`src/ctv_pkg.sv`:
```
`default_nettype none

package ctv_pkg;

    // ==========================================================
    // Register map
    // ==========================================================
    localparam int unsigned ADDR_W = 8;
    localparam int unsigned DATA_W = 8;
    localparam int unsigned FIELD_W = 2;

    localparam logic [ADDR_W-1:0] OFFSET_TIMER   = 8'h0d;
    localparam logic [ADDR_W-1:0] OFFSET_VOLTAGE = 8'h0e;
    localparam logic [ADDR_W-1:0] OFFSET_TEMP    = 8'h0f;

    localparam logic [DATA_W-1:0] RESET_TIMER   = 8'h2e;
    localparam logic [DATA_W-1:0] RESET_VOLTAGE = 8'h36;
    localparam logic [DATA_W-1:0] RESET_TEMP    = 8'h50;
    localparam logic [DATA_W-1:0] READ_UNMAPPED = 8'h00;

    // ==========================================================
    // Field positions (least significant bit of each 2-bit field)
    // ==========================================================
    localparam int unsigned PRECHARGE_LSB = 0;
    localparam int unsigned FAST_LSB      = 2;
    localparam int unsigned MAINTAIN_LSB  = 4;
    localparam int unsigned RESERVED_LSB  = 6;
    localparam int unsigned ENTRY_LSB     = 0;
    localparam int unsigned HYST_LSB      = 2;
    localparam int unsigned REGV_LSB      = 4;
    localparam int unsigned RECHARGE_LSB  = 6;
    localparam int unsigned WARM_I_LSB    = 0;
    localparam int unsigned COOL_I_LSB    = 2;
    localparam int unsigned WARM_V_LSB    = 4;
    localparam int unsigned COOL_V_LSB    = 6;

    // ==========================================================
    // Code tables, entry for code 3 first, code 0 last
    // ==========================================================
    localparam logic [4*8-1:0]  PRECHARGE_MIN_TABLE = {8'hf0, 8'h78, 8'h3c, 8'h1e};
    localparam logic [4*10-1:0] FAST_MIN_TABLE      = {10'h258, 10'h12c, 10'h096, 10'h04b};
    localparam logic [4*6-1:0]  MAINTAIN_MIN_TABLE  = {6'h3c, 6'h00, 6'h0f, 6'h1e};
    localparam logic [4*13-1:0] ENTRY_MV_TABLE      = {13'h1004, 13'h0fa0, 13'h0f3c, 13'h0ed8};
    localparam logic [4*9-1:0]  HYST_MV_TABLE       = {9'h12c, 9'h0fa, 9'h0c8, 9'h096};
    localparam logic [4*13-1:0] REGULATION_MV_TABLE = {13'h1068, 13'h1036, 13'h1004, 13'h0fd2};
    localparam logic [4*9-1:0]  RECHARGE_MV_TABLE   = {9'h0c8, 9'h12c, 9'h0fa, 9'h15e};
    localparam logic [4*7-1:0]  CURRENT_PCT_TABLE   = {7'h19, 7'h32, 7'h4b, 7'h64};
    localparam logic [4*8-1:0]  OFFSET_MV_TABLE     = {8'haf, 8'h7d, 8'h96, 8'h64};

    // Decoded settings handed to the charger core
    typedef struct packed {
        logic [7:0]  precharge_min;
        logic [9:0]  fast_min;
        logic [5:0]  maintain_min;
        logic [12:0] entry_mv;
        logic [8:0]  hyst_mv;
        logic [12:0] regulation_mv;
        logic [8:0]  recharge_drop_mv;
        logic [6:0]  warm_pct;
        logic [6:0]  cool_pct;
        logic [7:0]  warm_offset_mv;
        logic [7:0]  cool_offset_mv;
        logic [12:0] warm_regulation_mv;
        logic [12:0] cool_regulation_mv;
    } ctv_settings_s;

endpackage

`default_nettype wire

```
`src/ctv_field_decode.sv`:
```
`timescale 1ns/1ps
`default_nettype none

module ctv_field_decode (
    input  wire logic [7:0]             i_timer_cfg,
    input  wire logic [7:0]             i_voltage_cfg,
    input  wire logic [7:0]             i_temp_cfg,
    output var  ctv_pkg::ctv_settings_s o_settings
);

    // ==========================================================
    // Field extraction
    // ==========================================================
    wire logic [1:0] precharge_time_sel        = i_timer_cfg[ctv_pkg::PRECHARGE_LSB +: ctv_pkg::FIELD_W];
    wire logic [1:0] fast_phase_time_sel       = i_timer_cfg[ctv_pkg::FAST_LSB +: ctv_pkg::FIELD_W];
    wire logic [1:0] maintain_time_sel         = i_timer_cfg[ctv_pkg::MAINTAIN_LSB +: ctv_pkg::FIELD_W];
    wire logic [1:0] fast_entry_voltage_sel    = i_voltage_cfg[ctv_pkg::ENTRY_LSB +: ctv_pkg::FIELD_W];
    wire logic [1:0] fast_entry_hysteresis_sel = i_voltage_cfg[ctv_pkg::HYST_LSB +: ctv_pkg::FIELD_W];
    wire logic [1:0] regulation_voltage_sel    = i_voltage_cfg[ctv_pkg::REGV_LSB +: ctv_pkg::FIELD_W];
    wire logic [1:0] recharge_sel              = i_voltage_cfg[ctv_pkg::RECHARGE_LSB +: ctv_pkg::FIELD_W];
    wire logic [1:0] warm_current_scale        = i_temp_cfg[ctv_pkg::WARM_I_LSB +: ctv_pkg::FIELD_W];
    wire logic [1:0] cool_current_scale        = i_temp_cfg[ctv_pkg::COOL_I_LSB +: ctv_pkg::FIELD_W];
    wire logic [1:0] warm_offset_sel           = i_temp_cfg[ctv_pkg::WARM_V_LSB +: ctv_pkg::FIELD_W];
    wire logic [1:0] cool_offset_sel           = i_temp_cfg[ctv_pkg::COOL_V_LSB +: ctv_pkg::FIELD_W];

    // ==========================================================
    // Table lookups
    // ==========================================================
    wire logic [12:0] regulation_mv = ctv_pkg::REGULATION_MV_TABLE[regulation_voltage_sel*13 +: 13];
    wire logic [7:0]  warm_offset   = ctv_pkg::OFFSET_MV_TABLE[warm_offset_sel*8 +: 8];
    wire logic [7:0]  cool_offset   = ctv_pkg::OFFSET_MV_TABLE[cool_offset_sel*8 +: 8];

    // Reserved timer bits are not looked at here, so they cannot steer the charger
    assign o_settings.precharge_min      = ctv_pkg::PRECHARGE_MIN_TABLE[precharge_time_sel*8 +: 8];       // see RULE1
    assign o_settings.fast_min           = ctv_pkg::FAST_MIN_TABLE[fast_phase_time_sel*10 +: 10];          // see RULE2
    assign o_settings.maintain_min       = ctv_pkg::MAINTAIN_MIN_TABLE[maintain_time_sel*6 +: 6];          // see RULE3
    assign o_settings.entry_mv           = ctv_pkg::ENTRY_MV_TABLE[fast_entry_voltage_sel*13 +: 13];       // see RULE4
    assign o_settings.hyst_mv            = ctv_pkg::HYST_MV_TABLE[fast_entry_hysteresis_sel*9 +: 9];       // see RULE5
    assign o_settings.regulation_mv      = regulation_mv;                                                  // see RULE6
    assign o_settings.recharge_drop_mv   = ctv_pkg::RECHARGE_MV_TABLE[recharge_sel*9 +: 9];                // see RULE7
    assign o_settings.warm_pct           = ctv_pkg::CURRENT_PCT_TABLE[warm_current_scale*7 +: 7];          // see RULE8
    assign o_settings.cool_pct           = ctv_pkg::CURRENT_PCT_TABLE[cool_current_scale*7 +: 7];          // see RULE9
    assign o_settings.warm_offset_mv     = warm_offset;                                                    // see RULE10
    assign o_settings.cool_offset_mv     = cool_offset;                                                    // see RULE10
    // Offsets never exceed the lowest regulation voltage, so no underflow
    assign o_settings.warm_regulation_mv = regulation_mv - {5'h00, warm_offset};                          // see RULE10
    assign o_settings.cool_regulation_mv = regulation_mv - {5'h00, cool_offset};                          // see RULE10

endmodule

`default_nettype wire

```
`src/ctv_charger_cfg.sv`:
```
// Functional notes
// RULE1: Timer bits 1:0 pick a precharge time of 30, 60, 120 or 240 minutes, default code 10.
// RULE2: Timer bits 3:2 pick a fast and top-off time of 75, 150, 300 or 600 minutes, default code 11.
// RULE3: Timer bits 5:4 pick a maintain time, 10 is 0, 01 is 15, 00 is 30 and 11 is 60 minutes, default 10.
// RULE4: Voltage bits 1:0 pick the fast-charge entry level of 3.8, 3.9, 4.0 or 4.1 V, default code 10.
// RULE5: Voltage bits 3:2 pick the falling hysteresis of 150, 200, 250 or 300 mV, default code 01.
// RULE6: Voltage bits 5:4 pick the regulation voltage of 4.05, 4.10, 4.15 or 4.20 V, default code 11.
// RULE7: Voltage bits 7:6 pick the recharge drop, 00 is 350, 10 is 300, 01 is 250 and 11 is 200 mV, default 00.
// RULE8: Temperature bits 1:0 scale warm-range fast current to 100, 75, 50 or 25 percent, default 00.
// RULE9: Temperature bits 3:2 scale cool-range fast current to 100, 75, 50 or 25 percent, default 00.
// RULE10: Temperature bits 5:4 and 7:6 give warm and cool regulation offsets of 100, 150, 125 or 175 mV, default 01.
// RULE11: Access only works while input power is good, and reset or loss of power restores all defaults.
// RULE12: Timer bits 7:6 are reserved read/write bits that reset to zero and steer nothing.
`timescale 1ns/1ps
`default_nettype none

module ctv_charger_cfg (
    input  wire logic                   I_CLOCK,
    input  wire logic                   I_RST,
    input  wire logic                   I_POWER_GOOD,
    input  wire logic [7:0]             I_REG_ADDR,
    input  wire logic [7:0]             I_REG_WDATA,
    input  wire logic                   I_REG_WR,
    input  wire logic                   I_REG_RD,
    output var  logic [7:0]             O_REG_RDATA,
    output var  logic                   O_REG_ACK,
    output var  ctv_pkg::ctv_settings_s O_SETTINGS
);

    // ==========================================================
    // Access decode
    // ==========================================================
    // The serial engine only reaches us while input power is good
    wire logic access_ok   = I_POWER_GOOD;                                      // see RULE11
    wire logic restore     = I_RST | ~I_POWER_GOOD;                             // see RULE11
    wire logic hit_timer   = (I_REG_ADDR == ctv_pkg::OFFSET_TIMER);
    wire logic hit_voltage = (I_REG_ADDR == ctv_pkg::OFFSET_VOLTAGE);
    wire logic hit_temp    = (I_REG_ADDR == ctv_pkg::OFFSET_TEMP);
    wire logic wr_taken    = I_REG_WR & access_ok;
    wire logic rd_taken    = I_REG_RD & access_ok;
    wire logic wr_timer    = wr_taken & hit_timer;
    wire logic wr_voltage  = wr_taken & hit_voltage;
    wire logic wr_temp     = wr_taken & hit_temp;

    // ==========================================================
    // Configuration registers
    // ==========================================================
    logic [7:0] timer_reg;
    logic [7:0] voltage_reg;
    logic [7:0] temp_reg;
    logic [7:0] timer_next;
    logic [7:0] voltage_next;
    logic [7:0] temp_next;

    // Reserved bits 7:6 are kept as written so software reads them back
    assign timer_next   = wr_timer   ? I_REG_WDATA : timer_reg;                 // see RULE12
    assign voltage_next = wr_voltage ? I_REG_WDATA : voltage_reg;
    assign temp_next    = wr_temp    ? I_REG_WDATA : temp_reg;

    always_ff @(posedge I_CLOCK) begin
        if (restore) begin
            timer_reg   <= ctv_pkg::RESET_TIMER;                                // see RULE11
            voltage_reg <= ctv_pkg::RESET_VOLTAGE;
            temp_reg    <= ctv_pkg::RESET_TEMP;
        end else begin
            timer_reg   <= timer_next;
            voltage_reg <= voltage_next;
            temp_reg    <= temp_next;
        end
    end

    // ==========================================================
    // Read path
    // ==========================================================
    logic [7:0] rdata_reg;
    logic       ack_reg;
    logic [7:0] read_mux;
    logic [7:0] rdata_next;

    // Unmapped offsets answer with zero rather than stalling the serial engine
    assign read_mux = hit_timer   ? timer_reg   :
                      hit_voltage ? voltage_reg :
                      hit_temp    ? temp_reg    : ctv_pkg::READ_UNMAPPED;
    assign rdata_next = rd_taken ? read_mux : ctv_pkg::READ_UNMAPPED;

    always_ff @(posedge I_CLOCK) begin
        if (I_RST) begin
            rdata_reg <= ctv_pkg::READ_UNMAPPED;
            ack_reg   <= 1'b0;
        end else begin
            rdata_reg <= rdata_next;
            ack_reg   <= wr_taken | rd_taken;                                   // see RULE11
        end
    end

    assign O_REG_RDATA = rdata_reg;
    assign O_REG_ACK   = ack_reg;

    // ==========================================================
    // Decoded settings
    // ==========================================================
    ctv_pkg::ctv_settings_s settings_comb;
    ctv_pkg::ctv_settings_s settings_reg;

    ctv_field_decode u_decode (
        .i_timer_cfg   (timer_reg),
        .i_voltage_cfg (voltage_reg),
        .i_temp_cfg    (temp_reg),
        .o_settings    (settings_comb)
    );

    // One cycle behind the registers; keeps every output straight from a flop
    always_ff @(posedge I_CLOCK) begin
        settings_reg <= settings_comb;
    end

    assign O_SETTINGS = settings_reg;
endmodule

`default_nettype wire

```
`config.mk`:
```
export PLATFORM = sky130hd
export DESIGN_NAME = ctv_charger_cfg
export DESIGN_NICKNAME = d
export VERILOG_FILES = /design/src/ctv_pkg.sv /design/src/ctv_field_decode.sv /design/src/ctv_charger_cfg.sv
export SDC_FILE = /design/constraint.sdc
export NUM_CORES = 1
export LEC_CHECK = 0
export BUFFER_PORTS_ARGS = -buffer_cell sky130_fd_sc_hd__buf_4
export CAP_MARGIN = 40
export CORE_MARGIN = 2
export CORE_UTILIZATION = 42
export DETAILED_ROUTE_END_ITERATION = 12
export PLACE_DENSITY = 0.66
export SKIP_LAST_GASP = 1
export SLEW_MARGIN = 30
export SYNTH_ARGS = -nofsm -noshare
export SYNTH_HDL_FRONTEND = slang
export SYNTH_HIERARCHICAL = 1
export SYNTH_SLANG_ARGS = --single-unit
```
`constraint.sdc`:
```
create_clock -name I_CLOCK -period 3.3 [get_ports I_CLOCK]
set_input_delay 0.66 -clock I_CLOCK [delete_from_list [all_inputs] [get_ports I_CLOCK]]
set_output_delay 0.66 -clock I_CLOCK [all_outputs]
set_load 0.005 [all_outputs]
```
==> results of run 1 <==
-- cells in the mapped netlist, drive strengths merged (3+ instances only) --
cell / n
inv: 44
xor2: 4
o21ai: 9
clkbuf: 6
nor2: 44
ha: 45
nand4: 3
buf: 51
mux2i: 24
nand2b: 4
dfxtp: 157
nand2: 35
xnor2: 14
or2: 9
a21o: 4
a21oi: 13
nor4: 10
-- cell type report --
cell class                 instances  area (um^2)
clock buffer                      20        456.7
inverter                          45        168.9
fill                            1219         5939
sequential                       157         3143
tap                              176        220.2
timing repair buffer             156         1171
clock inverter                    12        137.6
multi-input combinational        258         1901
-- cell families (layout without fill, tap and decap cells) --
kind of cell	count (synthesis)	after routing	share of synthesized area, %
XOR/XNOR	18	18	2.820
AND/OR/NAND/NOR	122	122	10.45
buffers and inverters	102	233	10.32
adder cells (fa/ha/maj)	47	47	10.79
other	2	10	0.1343
flip-flops	157	157	56.22
AO/OA/AOI/OAI	37	37	4.969
multiplexers	24	24	4.297
-- critical path, stage by stage, from the launching register on --
cell                       delay (ps)
sky130_fd_sc_hd__dfxtp_1          510
sky130_fd_sc_hd__inv_1            130
sky130_fd_sc_hd__ha_1             270
sky130_fd_sc_hd__or2_2            350
sky130_fd_sc_hd__inv_1            120
sky130_fd_sc_hd__fa_1             480
sky130_fd_sc_hd__nand3b_1         130
sky130_fd_sc_hd__o311ai_2         140
sky130_fd_sc_hd__a41oi_2          300
sky130_fd_sc_hd__a21oi_1          110
sky130_fd_sc_hd__a31o_1           200
-- final timing paths --
check                  from        endpoint  slack (ps)  depth (start not counted)
max          voltage_reg[5]  O_SETTINGS[12]         440                         10
min          voltage_reg[6]  O_SETTINGS[63]         390                          0
max reg2reg  voltage_reg[5]  O_SETTINGS[12]         440                         10
min reg2reg  voltage_reg[6]  O_SETTINGS[63]         390                          0
-- through the flow --
| step | setup slack (ps) | power, mW | std cells |
|---|---|---|---|
| floorplan | 795.4 | 1.982 | 517 |
| global placement | 624.1 | 2.013 | 792 |
| detailed placement | 491.2 | 2.014 | 792 |
| CTS | 471.8 | 3.928 | 824 |
| global route | 284.1 | 4.029 | 824 |
| finish | 443.0 | 3.880 | 824 |
-- power breakdown --
part / switching (mW) / internal [mW] / total (mW)
registers: 0.00230 / 1.90 / 1.91
clock network: 0.749 / 1.16 / 1.91
logic: 0.0346 / 0.0322 / 0.0668
total: 0.786 / 3.09 / 3.88
-- per-layer routing --
metal | vias up | wire length (um) | global-route usage [%]
met1 | 1725 | 4468 | 17.73
met5 | - | 0 | 0
met4 | 0 | 144 | 6.176
met2 | 134 | 5607 | 26.80
met3 | 10 | 892 | 6.513
li1 | 1833 | - | -
==> load_flow_metrics.sql, run 1 <==
INSERT INTO impl_metrics (metric_group, metric, value, unit) VALUES
('run_status', 'status', 'completed', ''),
('floorplan', 'core-area', '13140', 'um^2'),
('floorplan', 'boundaryPins', '154', ''),
('final_layout', 'post_route_cell_area', '7198', 'um^2'),
('critical_path', 'cp.required', '3600', 'ps'),
('logic_synthesis', 'synth.top_cell.area_share', '56.22', '%'),
('logic_synthesis', 'netlist_top_cells_area', 'sky130_fd_sc_hd__dfxtp_1 (56%), sky130_fd_sc_hd__ha_1 (10%), sky130_fd_sc_hd__buf_4 (6.3%)', ''),
('logic_synthesis', 'synth_top_area_cell', 'sky130_fd_sc_hd__dfxtp_1', ''),
('logic_synthesis', 'syn-instance-count', '509', ''),
('global_route', 'grt_overflow', '0', ''),
('pwr', 'worst_ir_drop_vdd', '360.6', 'uV'),
('logic_synthesis', 'synth-async-reset-ratio', '0', '%'),
('logic_synthesis', 'yosys_warnings', '6', ''),
('cts', 'cts.htree.levels', '4', ''),
('timing', 'timing.final.crit_share', '86.57', '%'),
('cts', 'post_cts_hold_buffer_count', '0', ''),
('critical_path', 'endpoint_kind', 'flip-flop', ''),
('cts', 'numClockSinks', '157', ''),
('floorplan', 'die_area', '14250', 'um^2'),
('drt', 'detail_route.wl_per_cell', '13.49', 'um'),
('pwr', 'p_leak', '3.413', 'nW'),
('final_layout', 'layout.cells.most_common', 'sky130_fd_sc_hd__dfxtp_1', ''),
('floorplan', 'die_h', '119.4', 'um'),
('place', 'post_dp_cell_area', '6604', 'um^2'),
('pwr', 'pwr_density_cell', '539.0', 'nW/um^2'),
('timing', 'setup_viol', '0', ''),
('final_layout', 'area_growth_syn_to_layout', '28.76', '%'),
('timing', 'final-max-slew-violation-count', '0', ''),
('cts', 'insertion_delay', '410', 'ps'),
('logic_synthesis', 'post_synthesis_sequential_element_count', '157', ''),
('final_layout', 'nNetsFinal', '703', ''),
('final_layout', 'largest_register_ff_count', '124', ''),
('global_route', 'number_of_antenna_violations_at_the_first_check_in_global_routing', '0', ''),
('timing', 'slew_headroom', '55.78', '%'),
('global_route', 'grt_start_max_net_pins', '23', ''),
('drt', 'detail_route.vias_per_cell', '4.493', ''),
('cts', 'clk_path_buf_depth', '2', ''),
('place', 'globalplace.congestion', '0.8145', ''),
('timing', 'worst_hold_slack', '389.4', 'ps'),
('logic_synthesis', 'synth_cell_type_count', '49', ''),
('critical_path', 'maximum_fanout_along_the_worst_path', '9', ''),
('cts', 'clk_pin_slew_worst_paths', '60', 'ps'),
('logic_synthesis', 'mappedNetlistArea', '5590', 'um^2'),
('drt', 'drt_first_iter_violations', '118', ''),
('place', 'place_hpwl', '8321', 'um'),
('logic_synthesis', 'synthFlopType', 'sky130_fd_sc_hd__dfxtp_1', ''),
('floorplan', 'fp.dieW', '119.4', 'um'),
('logic_synthesis', 'syn-mean-instance-area', '10.98', 'um^2'),
('drt', 'routed_wl', '11110', 'um'),
('floorplan', 'initial_utilization', '42.55', '%'),
('critical_path', 'setup.worst_path.class', 'flip-flop to flip-flop', ''),
('place', 'portBuffers', '153', ''),
('drt', 'num_vias', '3702', ''),
('drt', 'drcViolationCount', '0', ''),
('cts', 'cts.repair_timing.setup_buffer_count', '0', ''),
('drt', 'postRouteAntennaNets', '0', ''),
('final_layout', 'diodes', '0', ''),
('floorplan', 'fp-row-count', '42', ''),
('critical_path', 'critical_path.startpoint_type', 'flip-flop', ''),
('final_layout', 'most_frequent_cells_in_the_layout', 'sky130_fd_sc_hd__dfxtp_1 (157), sky130_fd_sc_hd__buf_4 (156), sky130_fd_sc_hd__ha_1 (45), sky130_fd_sc_hd__nor2_1 (44), sky130_fd_sc_hd__inv_1 (44)', ''),
('job', 'max_cap_violations', '0', ''),
('cts', 'post_cts_resize_count', '0', ''),
('global_route', 'grt_first_pass_wirelength', '17290', 'um'),
('timing', 'finalClockSkew', '6.875', 'ps'),
('timing', 'setup_repair_after_global_routing_missed_its_margin', 'no', ''),
('global_route', 'grt_pass1_vias', '3531', ''),
('drt', 'drt-pass1-iter-count', '4', ''),
('global_route', 'global_route.usage.total', '15.82', '%'),
('critical_path', 'cp.arrival', '3160', 'ps'),
('cts', 'clockRootBuffer', 'sky130_fd_sc_hd__clkbuf_16', ''),
('timing', 'setup-tns-final', '0', 'ps'),
('timing', 'fin_crit', '2857', 'ps'),
('timing', 'fmaxAchievable', '350.0', 'MHz'),
('final_layout', 'post-route-util', '54.79', '%'),
('final_layout', 'drive_above_1_share', '31.64', '%'),
('logic_synthesis', 'synth_sequential_area_ratio', '56.22', '%'),
('logic_synthesis', 'number_of_synthesized_flops_with_an_enable_pin', '0', ''),
('timing', 'worst_slew_pin_slew', '663.3', 'ps'),
('hold_path', 'min_path_type', 'flip-flop to flip-flop', ''),
('timing', 'hold_viol_final', '0', ''),
('cts', 'cts_tree', 'done', ''),
('cts', 'cts_buffers', '17', '');
Power figures use the tool's default switching activity.
==> run 2, diff against run 1 <==
ABC_AREA = 1   (was not set)
==> run 2 against run 1 <==
Clock power up 4%; fmax increased by 20%; sequential power hardly changed; largest power group is now the clock network; sequential cell count is the same; hold slack improved by 1.1 ps; count of clock-buffer cells in the layout increased by 1; clock skew about the same; largest cell class unchanged; sequential share of layout area fell by 2.2 points; die area rose by 6.7%; worst setup slack better by 470 ps; global-route usage rose by 0.73 points.
==> load_flow_metrics.sql, run 2 <==
INSERT INTO impl_metrics (metric_group, metric, value, unit) VALUES
('logic_synthesis', 'yosys_warnings', '6', ''),
('timing', 'setup_repair_after_global_routing_missed_its_margin', 'no', ''),
('critical_path', 'maximum_fanout_along_the_worst_path', '7', ''),
('cts', 'numClockSinks', '157', ''),
('timing', 'worst_hold_slack', '390.5', 'ps'),
('final_layout', 'largest_register_ff_count', '124', ''),
('logic_synthesis', 'synthFlopType', 'sky130_fd_sc_hd__dfxtp_1', ''),
('final_layout', 'num-fill-cells', '1282', ''),
('global_route', 'grt_use_met1', '18.18', '%'),
('final_layout', 'most_frequent_cells_in_the_layout', 'sky130_fd_sc_hd__dfxtp_1 (157), sky130_fd_sc_hd__buf_4 (155), sky130_fd_sc_hd__nand2_1 (126), sky130_fd_sc_hd__inv_1 (105), sky130_fd_sc_hd__nand3_1 (53)', ''),
('hold_path', 'hold-path-endpoint', 'O_SETTINGS[63]', ''),
('logic_synthesis', 'synth_cell_type_count', '34', ''),
('critical_path', 'endpoint_kind', 'flip-flop', ''),
('place', 'placed_cells', '941', ''),
('logic_synthesis', 'post_synthesis_sequential_element_count', '157', ''),
('final_layout', 'diodes', '0', ''),
('timing', 'fin_crit', '2385', 'ps'),
('floorplan', 'core-area', '13880', 'um^2'),
('drt', 'drt_first_iter_violations', '199', ''),
('logic_synthesis', 'syn-mean-instance-area', '9.153', 'um^2'),
('floorplan', 'fp-row-count', '43', ''),
('critical_path', 'r2r_slack', '920', 'ps'),
('timing', 'hold_viol_final', '0', ''),
('final_layout', 'drive_above_1_share', '27.05', '%'),
('timing', 'worst_slew_pin_slew', '756.2', 'ps'),
('drt', 'detail_route.wl_per_cell', '12.55', 'um'),
('cts', 'clockRootBuffer', 'sky130_fd_sc_hd__clkbuf_16', ''),
('timing', 'setup_viol', '0', ''),
('place', 'post_dp_cell_area', '6969', 'um^2'),
('global_route', 'globalRouteMet2Util', '29.02', '%'),
('floorplan', 'initial_utilization', '43.06', '%'),
('logic_synthesis', 'synth_sequential_area_ratio', '52.59', '%'),
('logic_synthesis', 'netlist_top_cells_area', 'sky130_fd_sc_hd__dfxtp_1 (53%), sky130_fd_sc_hd__ha_1 (9.4%), sky130_fd_sc_hd__nand2_1 (7.9%)', ''),
('drt', 'routed_wl', '12190', 'um'),
('cts', 'clk_path_buf_depth', '2', ''),
('critical_path', 'cp.arrival', '2680', 'ps'),
('place', 'globalplace.congestion', '0.8105', ''),
('drt', 'postRouteAntennaNets', '0', ''),
('place', 'place_worst_setup_slack', '962.2', 'ps'),
('drt', 'drcViolationCount', '0', ''),
('drt', 'num_vias', '4232', ''),
('pwr', 'worst_ir_drop_vdd', '329.2', 'uV'),
('floorplan', 'fp.dieW', '123.3', 'um'),
('global_route', 'grt_pass1_vias', '4027', ''),
('floorplan', 'boundaryPins', '154', ''),
('critical_path', 'r2r_end', 'O_SETTINGS[9]', ''),
('cts', 'post_cts_resize_count', '0', ''),
('critical_path', 'cp.required', '3600', 'ps'),
('hold_path', 'min_path_type', 'flip-flop to flip-flop', ''),
('critical_path', 'critical_path.startpoint_type', 'flip-flop', ''),
('timing', 'final-max-slew-violation-count', '0', ''),
('timing', 'setup-tns-final', '0', 'ps'),
('drt', 'drt-pass1-iter-count', '4', ''),
('global_route', 'grt_overflow', '0', ''),
('pwr', 'design_power_total', '3.953', 'mW'),
('final_layout', 'layoutNonFillerInstCount', '971', ''),
('logic_synthesis', 'netlist_top_cells_count', 'sky130_fd_sc_hd__dfxtp_1 (157), sky130_fd_sc_hd__nand2_1 (126), sky130_fd_sc_hd__inv_1 (105)', ''),
('timing', 'finalClockSkew', '6.646', 'ps'),
('logic_synthesis', 'synth-async-reset-ratio', '0', '%'),
('drt', 'detail_route.vias_per_cell', '4.358', ''),
('timing', 'final_critical_path_setup_slack', '915.4', 'ps'),
('logic_synthesis', 'syn-instance-count', '653', ''),
('cts', 'cts.repair_timing.setup_buffer_count', '0', ''),
('logic_synthesis', 'synth.top_cell.area_share', '52.59', '%'),
('job', 'max_cap_violations', '0', ''),
('pwr', 'pwr_density_cell', '521.8', 'nW/um^2'),
('cts', 'post_cts_hold_buffer_count', '0', ''),
('global_route', 'grt_util_met3', '5.766', '%'),
('cts', 'cts.htree.levels', '4', ''),
('hold_path', 'hold_start', 'voltage_reg[6]', ''),
('final_layout', 'area_growth_syn_to_layout', '26.75', '%'),
('global_route', 'global_route.usage.total', '16.55', '%'),
('final_layout', 'post-route-util', '54.58', '%'),
('global_route', 'grt_start_max_net_pins', '28', ''),
('floorplan', 'die_h', '123.3', 'um'),
('final_layout', 'post_route_cell_area', '7576', 'um^2'),
('final_layout', 'layout.cells.most_common', 'sky130_fd_sc_hd__dfxtp_1', ''),
('logic_synthesis', 'synth_top_area_cell', 'sky130_fd_sc_hd__dfxtp_1', ''),
('pwr', 'p_leak', '4.019', 'nW'),
('final_layout', 'multi_input_comb_area', '2036', 'um^2'),
('hold_path', 'min_path_cells', '0', ''),
('timing', 'slew_headroom', '49.53', '%'),
('cts', 'cts_tree', 'done', ''),
('place', 'portBuffers', '153', ''),
('cts', 'insertion_delay', '420', 'ps'),
('timing', 'fmaxAchievable', '419.4', 'MHz'),
('logic_synthesis', 'synth.most_common_cell', 'sky130_fd_sc_hd__dfxtp_1', ''),
('cts', 'clk_pin_slew_worst_paths', '60', 'ps'),
('global_route', 'gr-max-usage-layer', 'met2', ''),
('final_layout', 'nNetsFinal', '848', ''),
('critical_path', 'setup.worst_path.class', 'flip-flop to flip-flop', ''),
('logic_synthesis', 'number_of_synthesized_flops_with_an_enable_pin', '0', ''),
('critical_path', 'regToRegStartpoint', 'voltage_reg[4]', ''),
('logic_synthesis', 'mappedNetlistArea', '5977', 'um^2'),
('final_layout', 'register_area', '3143', 'um^2'),
('run_status', 'status', 'completed', ''),
('timing', 'timing.final.crit_share', '72.26', '%'),
('cts', 'cts_buffers', '17', ''),
('floorplan', 'die_area', '15200', 'um^2'),
('global_route', 'number_of_antenna_violations_at_the_first_check_in_global_routing', '0', ''),
('critical_path', 'worst_r2r_path_depth', '11', ''),
('place', 'place_hpwl', '9248', 'um'),
('global_route', 'grt_first_pass_wirelength', '19130', 'um');
[run 2: cells by family (layout without fill, tap and decap cells)]
family          count (synthesis)  in the layout  synth area share (%)
compound gates                 17             17                 1.717
xor+xnor                       11             11                 1.737
other cells                     2             10                0.1256
simple gates                  257            257                 19.89
fa+ha+maj                      47             47                 10.09
buf+inv                       162            292                 13.86
flops                         157            157                 52.59
[run 2: worst max-delay path, stage by stage (launching register included)]
cell	delay, ps
sky130_fd_sc_hd__dfxtp_1	350
sky130_fd_sc_hd__inv_1	120
sky130_fd_sc_hd__ha_1	330
sky130_fd_sc_hd__nor2_1	160
sky130_fd_sc_hd__fa_1	660
sky130_fd_sc_hd__inv_1	90
sky130_fd_sc_hd__o21ai_1	180
sky130_fd_sc_hd__inv_1	70
sky130_fd_sc_hd__o21ai_0	70
sky130_fd_sc_hd__nand2_1	70
sky130_fd_sc_hd__nand2_1	90
sky130_fd_sc_hd__nand2_1	60
[run 2: layout make-up]
class,instances,share of cell area (%)
flip-flops and latches,157,41.49
multi-input cells,342,26.87
repair buffers,155,15.36
clock buffers,21,6.210
inverters,107,5.301
well taps,180,2.973
clock inverters,9,1.800
[run 2: worst max path at each step]
stage | startpoint | endpoint | slack (ps) | cells past startpoint
after floorplan | voltage_reg[5] | O_SETTINGS[19] | 1180 | 9
after global placement | voltage_reg[4] | O_SETTINGS[12] | 1060 | 14
after detailed placement | voltage_reg[4] | O_SETTINGS[19] | 960 | 9
after CTS | voltage_reg[4] | O_SETTINGS[9] | 930 | 11
after global routing | voltage_reg[4] | O_SETTINGS[9] | 690 | 11
final | voltage_reg[4] | O_SETTINGS[9] | 920 | 11
[run 2: power breakdown]
part / internal (mW) / leakage (nW) / switching, mW
Combinational: 0.0316 / 2.46 / 0.0383
Sequential: 1.90 / 1.27 / 0.00246
Clock: 1.24 / 0.292 / 0.733
[run 2: layer usage]
layer | share of wire [%] | vias to the layer above | routed length (um)
li1 | - | 2171 | -
met1 | 41 | 1903 | 4994
met2 | 50 | 139 | 6097
met3 | 7.2 | 19 | 875
met4 | 1.8 | 0 | 218
met5 | 0 | - | 0
==> run 3, diff against run 2 <==
ABC_AREA = 0   (was 1)
clock period = 2.45 ns   (was 3.3 ns; I/O delays follow)
==> run 3 against run 2 <==
Die area down 6.3%; critical path depth is 1 lower; clock power increased by 39%; register-to-register slack got worse by 830 ps; sequential power increased by 35%; clock skew grew 0.95 ps; design area decreased by 2.6%; combinational power is 34% higher; critical endpoint is now O_SETTINGS[12]; largest power group unchanged.
==> load_flow_metrics.sql, run 3 (synthesis results as in run 1) <==
INSERT INTO impl_metrics (metric_group, metric, value, unit) VALUES
('drt', 'highest-signal-layer', 'met4', ''),
('pwr', 'pwr_density_cell', '734.0', 'nW/um^2'),
('final_layout', 'drive_above_1_share', '34.39', '%'),
('timing', 'worst_slew_pin_slew', '695.3', 'ps'),
('job', 'max_cap_violations', '0', ''),
('drt', 'wl_met1', '4665', 'um'),
('final_layout', 'largest_register_ff_count', '124', ''),
('pwr', 'design_power_total', '5.415', 'mW'),
('drt', 'drt_first_iter_violations', '148', ''),
('cts', 'clockRootBuffer', 'sky130_fd_sc_hd__clkbuf_16', ''),
('global_route', 'grt_first_pass_wirelength', '17600', 'um'),
('run_status', 'status', 'completed', ''),
('critical_path', 'path_depth', '10', ''),
('drt', 'drt-pass1-iter-count', '5', ''),
('timing', 'hold_viol_final', '0', ''),
('drt', 'num_vias', '3788', ''),
('pwr', 'worst_ir_drop_vdd', '344.9', 'uV'),
('drt', 'detail_route.wl_per_cell', '13.61', 'um'),
('global_route', 'grt_overflow', '0', ''),
('cts', 'cts_tree', 'done', ''),
('floorplan', 'core-area', '13140', 'um^2'),
('floorplan', 'fp.dieW', '119.4', 'um'),
('final_layout', 'num-fill-cells', '1182', ''),
('final_layout', 'diodes', '0', ''),
('critical_path', 'endpoint_kind', 'flip-flop', ''),
('floorplan', 'die_area', '14250', 'um^2'),
('cts', 'post_cts_hold_buffer_count', '0', ''),
('critical_path', 'timing.critical_path.slowest_cell_delay', '460', 'ps'),
('critical_path', 'critical_path.top_delay_family', 'compound AO/OA/AOI/OAI gates', ''),
('floorplan', 'fp-row-count', '42', ''),
('timing', 'worst_hold_slack', '301.8', 'ps'),
('drt', 'met3RoutedLength', '914', 'um'),
('drt', 'detail_route.vias_per_cell', '4.515', ''),
('critical_path', 'slowest_stage', 'sky130_fd_sc_hd__fa_2', ''),
('critical_path', 'cp.required', '2760', 'ps'),
('global_route', 'grt_start_max_net_pins', '23', ''),
('floorplan', 'initial_utilization', '42.55', '%'),
('final_layout', 'area_growth_syn_to_layout', '31.96', '%'),
('place', 'globalplace.congestion', '0.8121', ''),
('final_layout', 'layoutNonFillerInstCount', '839', ''),
('timing', 'finalClockSkew', '7.598', 'ps'),
('global_route', 'number_of_antenna_violations_at_the_first_check_in_global_routing', '0', ''),
('cts', 'cts_buffers', '17', ''),
('drt', 'drcViolationCount', '0', ''),
('final_layout', 'nNetsFinal', '718', ''),
('timing', 'fin_crit', '2365', 'ps'),
('cts', 'clk_path_buf_depth', '2', ''),
('place', 'portBuffers', '153', ''),
('drt', 'postRouteAntennaNets', '0', ''),
('place', 'placed_cells', '804', ''),
('critical_path', 'timing.critical_path.cells', 'inv_1 > ha_2 > or2_4 > inv_2 > fa_2 > nand3b_1 > o311ai_4 > a41oi_2 > a21oi_1 > a31o_1', ''),
('timing', 'setup-tns-final', '0', 'ps'),
('hold_path', 'min_path_type', 'input pin to flip-flop', ''),
('hold_path', 'min_path_cells', '3', ''),
('timing', 'fmaxAchievable', '422.9', 'MHz'),
('global_route', 'global_route.usage.total', '16.12', '%'),
('drt', 'met2_wirelength', '5631', 'um'),
('critical_path', 'setup.worst_path.class', 'flip-flop to flip-flop', ''),
('pwr', 'p_leak', '3.544', 'nW'),
('place', 'place_hpwl', '8475', 'um'),
('cts', 'cts.htree.levels', '4', ''),
('timing', 'timing.final.crit_share', '96.52', '%'),
('critical_path', 'critical_path.startpoint_type', 'flip-flop', ''),
('critical_path', 'worst_r2r_path_depth', '10', ''),
('critical_path', 'cp.arrival', '2670', 'ps'),
('timing', 'setup_repair_after_global_routing_missed_its_margin', 'no', ''),
('timing', 'setup_viol', '0', ''),
('timing', 'slew_headroom', '53.65', '%'),
('cts', 'insertion_delay', '410', 'ps'),
('floorplan', 'die_h', '119.4', 'um'),
('final_layout', 'layout.cells.most_common', 'sky130_fd_sc_hd__buf_4', ''),
('critical_path', 'worstPathBufferInverterCount', '2', ''),
('critical_path', 'maximum_fanout_along_the_worst_path', '4', ''),
('cts', 'clk_pin_slew_worst_paths', '60', 'ps'),
('global_route', 'grt_pass1_vias', '3653', ''),
('final_layout', 'most_frequent_cells_in_the_layout', 'sky130_fd_sc_hd__buf_4 (171), sky130_fd_sc_hd__dfxtp_1 (154), sky130_fd_sc_hd__nor2_1 (44), sky130_fd_sc_hd__ha_1 (43), sky130_fd_sc_hd__inv_1 (42)', ''),
('timing', 'final-max-slew-violation-count', '0', ''),
('cts', 'numClockSinks', '157', ''),
('floorplan', 'boundaryPins', '154', ''),
('drt', 'routed_wl', '11420', 'um');
==> run 3: cell types whose count changed in the layout (fill, tap and decap cells not counted), moves of 4 or more <==
| cell | delta |
|---|---|
| sky130_fd_sc_hd__a21o_1 | +4 |
| sky130_fd_sc_hd__a21oi_1 | +6 |
| sky130_fd_sc_hd__buf_4 | +16 |
| sky130_fd_sc_hd__inv_1 | -63 |
| sky130_fd_sc_hd__mux2i_1 | +24 |
| sky130_fd_sc_hd__nand2_1 | -91 |
| sky130_fd_sc_hd__nand2_2 | -8 |
| sky130_fd_sc_hd__nand2b_1 | +4 |
| sky130_fd_sc_hd__nand3_1 | -51 |
| sky130_fd_sc_hd__nor4_1 | +10 |
| sky130_fd_sc_hd__xnor2_1 | +10 |
==> run 3: timing repair <==
item | in CTS | in global routing
gates resized for setup | 2 | 8
hold endpoints to repair | 0 | 0
pin swaps | 2 | 4
buffers inserted | 1 | 2
setup endpoints to repair | 2 | 6
==> run 3: per-layer routing <==
metal	global-route usage, %	vias up
li1	-	1854
met2	27.30	129
met5	0	-
met4	6.985	0
met1	17.42	1785
met3	7.232	20
==> run 3: final cells by class <==
cell class / instances / area (um^2) / area share (%)
Sequential cell: 157 / 3149 / 42.69
Multi-Input combinational cell: 258 / 1921 / 26.03
Timing Repair Buffer: 171 / 1284 / 17.40
Clock buffer: 21 / 470.5 / 6.377
Tap cell: 176 / 220.2 / 2.985
Inverter: 45 / 168.9 / 2.290
Clock inverter: 11 / 163.9 / 2.222
==> run 3: stage by stage <==
step | setup slack, ps | instance area (um^2) | utilization, %
after floorplan | 4.188 | 5622 | -
after global placement | 88.32 | 6695 | 50.96
after detailed placement | -8.761 | 6695 | 50.96
after CTS | 1.345 | 7340 | 55.87
after global routing | 21.70 | 7377 | 56.15
final | 85.38 | 7377 | 56.15
==> run 3: tightest hold or removal path, delay by kind of cell <==
family / cells / cell delay, ps
buffers and inverters: 1 / 90
AND/OR/NAND/NOR: 2 / 100
==> run 3: power by group <==
group / switching [mW] / internal [mW]
Clock: 0.976 / 1.78
Combinational: 0.0485 / 0.0451
Sequential: 0.00314 / 2.56
==> run 3: worst paths after layout <==
check                       from             end  slack, ps
hold reg to reg   voltage_reg[6]  O_SETTINGS[63]        400
setup reg to reg  voltage_reg[5]  O_SETTINGS[12]         90
hold / removal          I_REG_RD       O_REG_ACK        300
setup / recovery  voltage_reg[5]  O_SETTINGS[12]         90
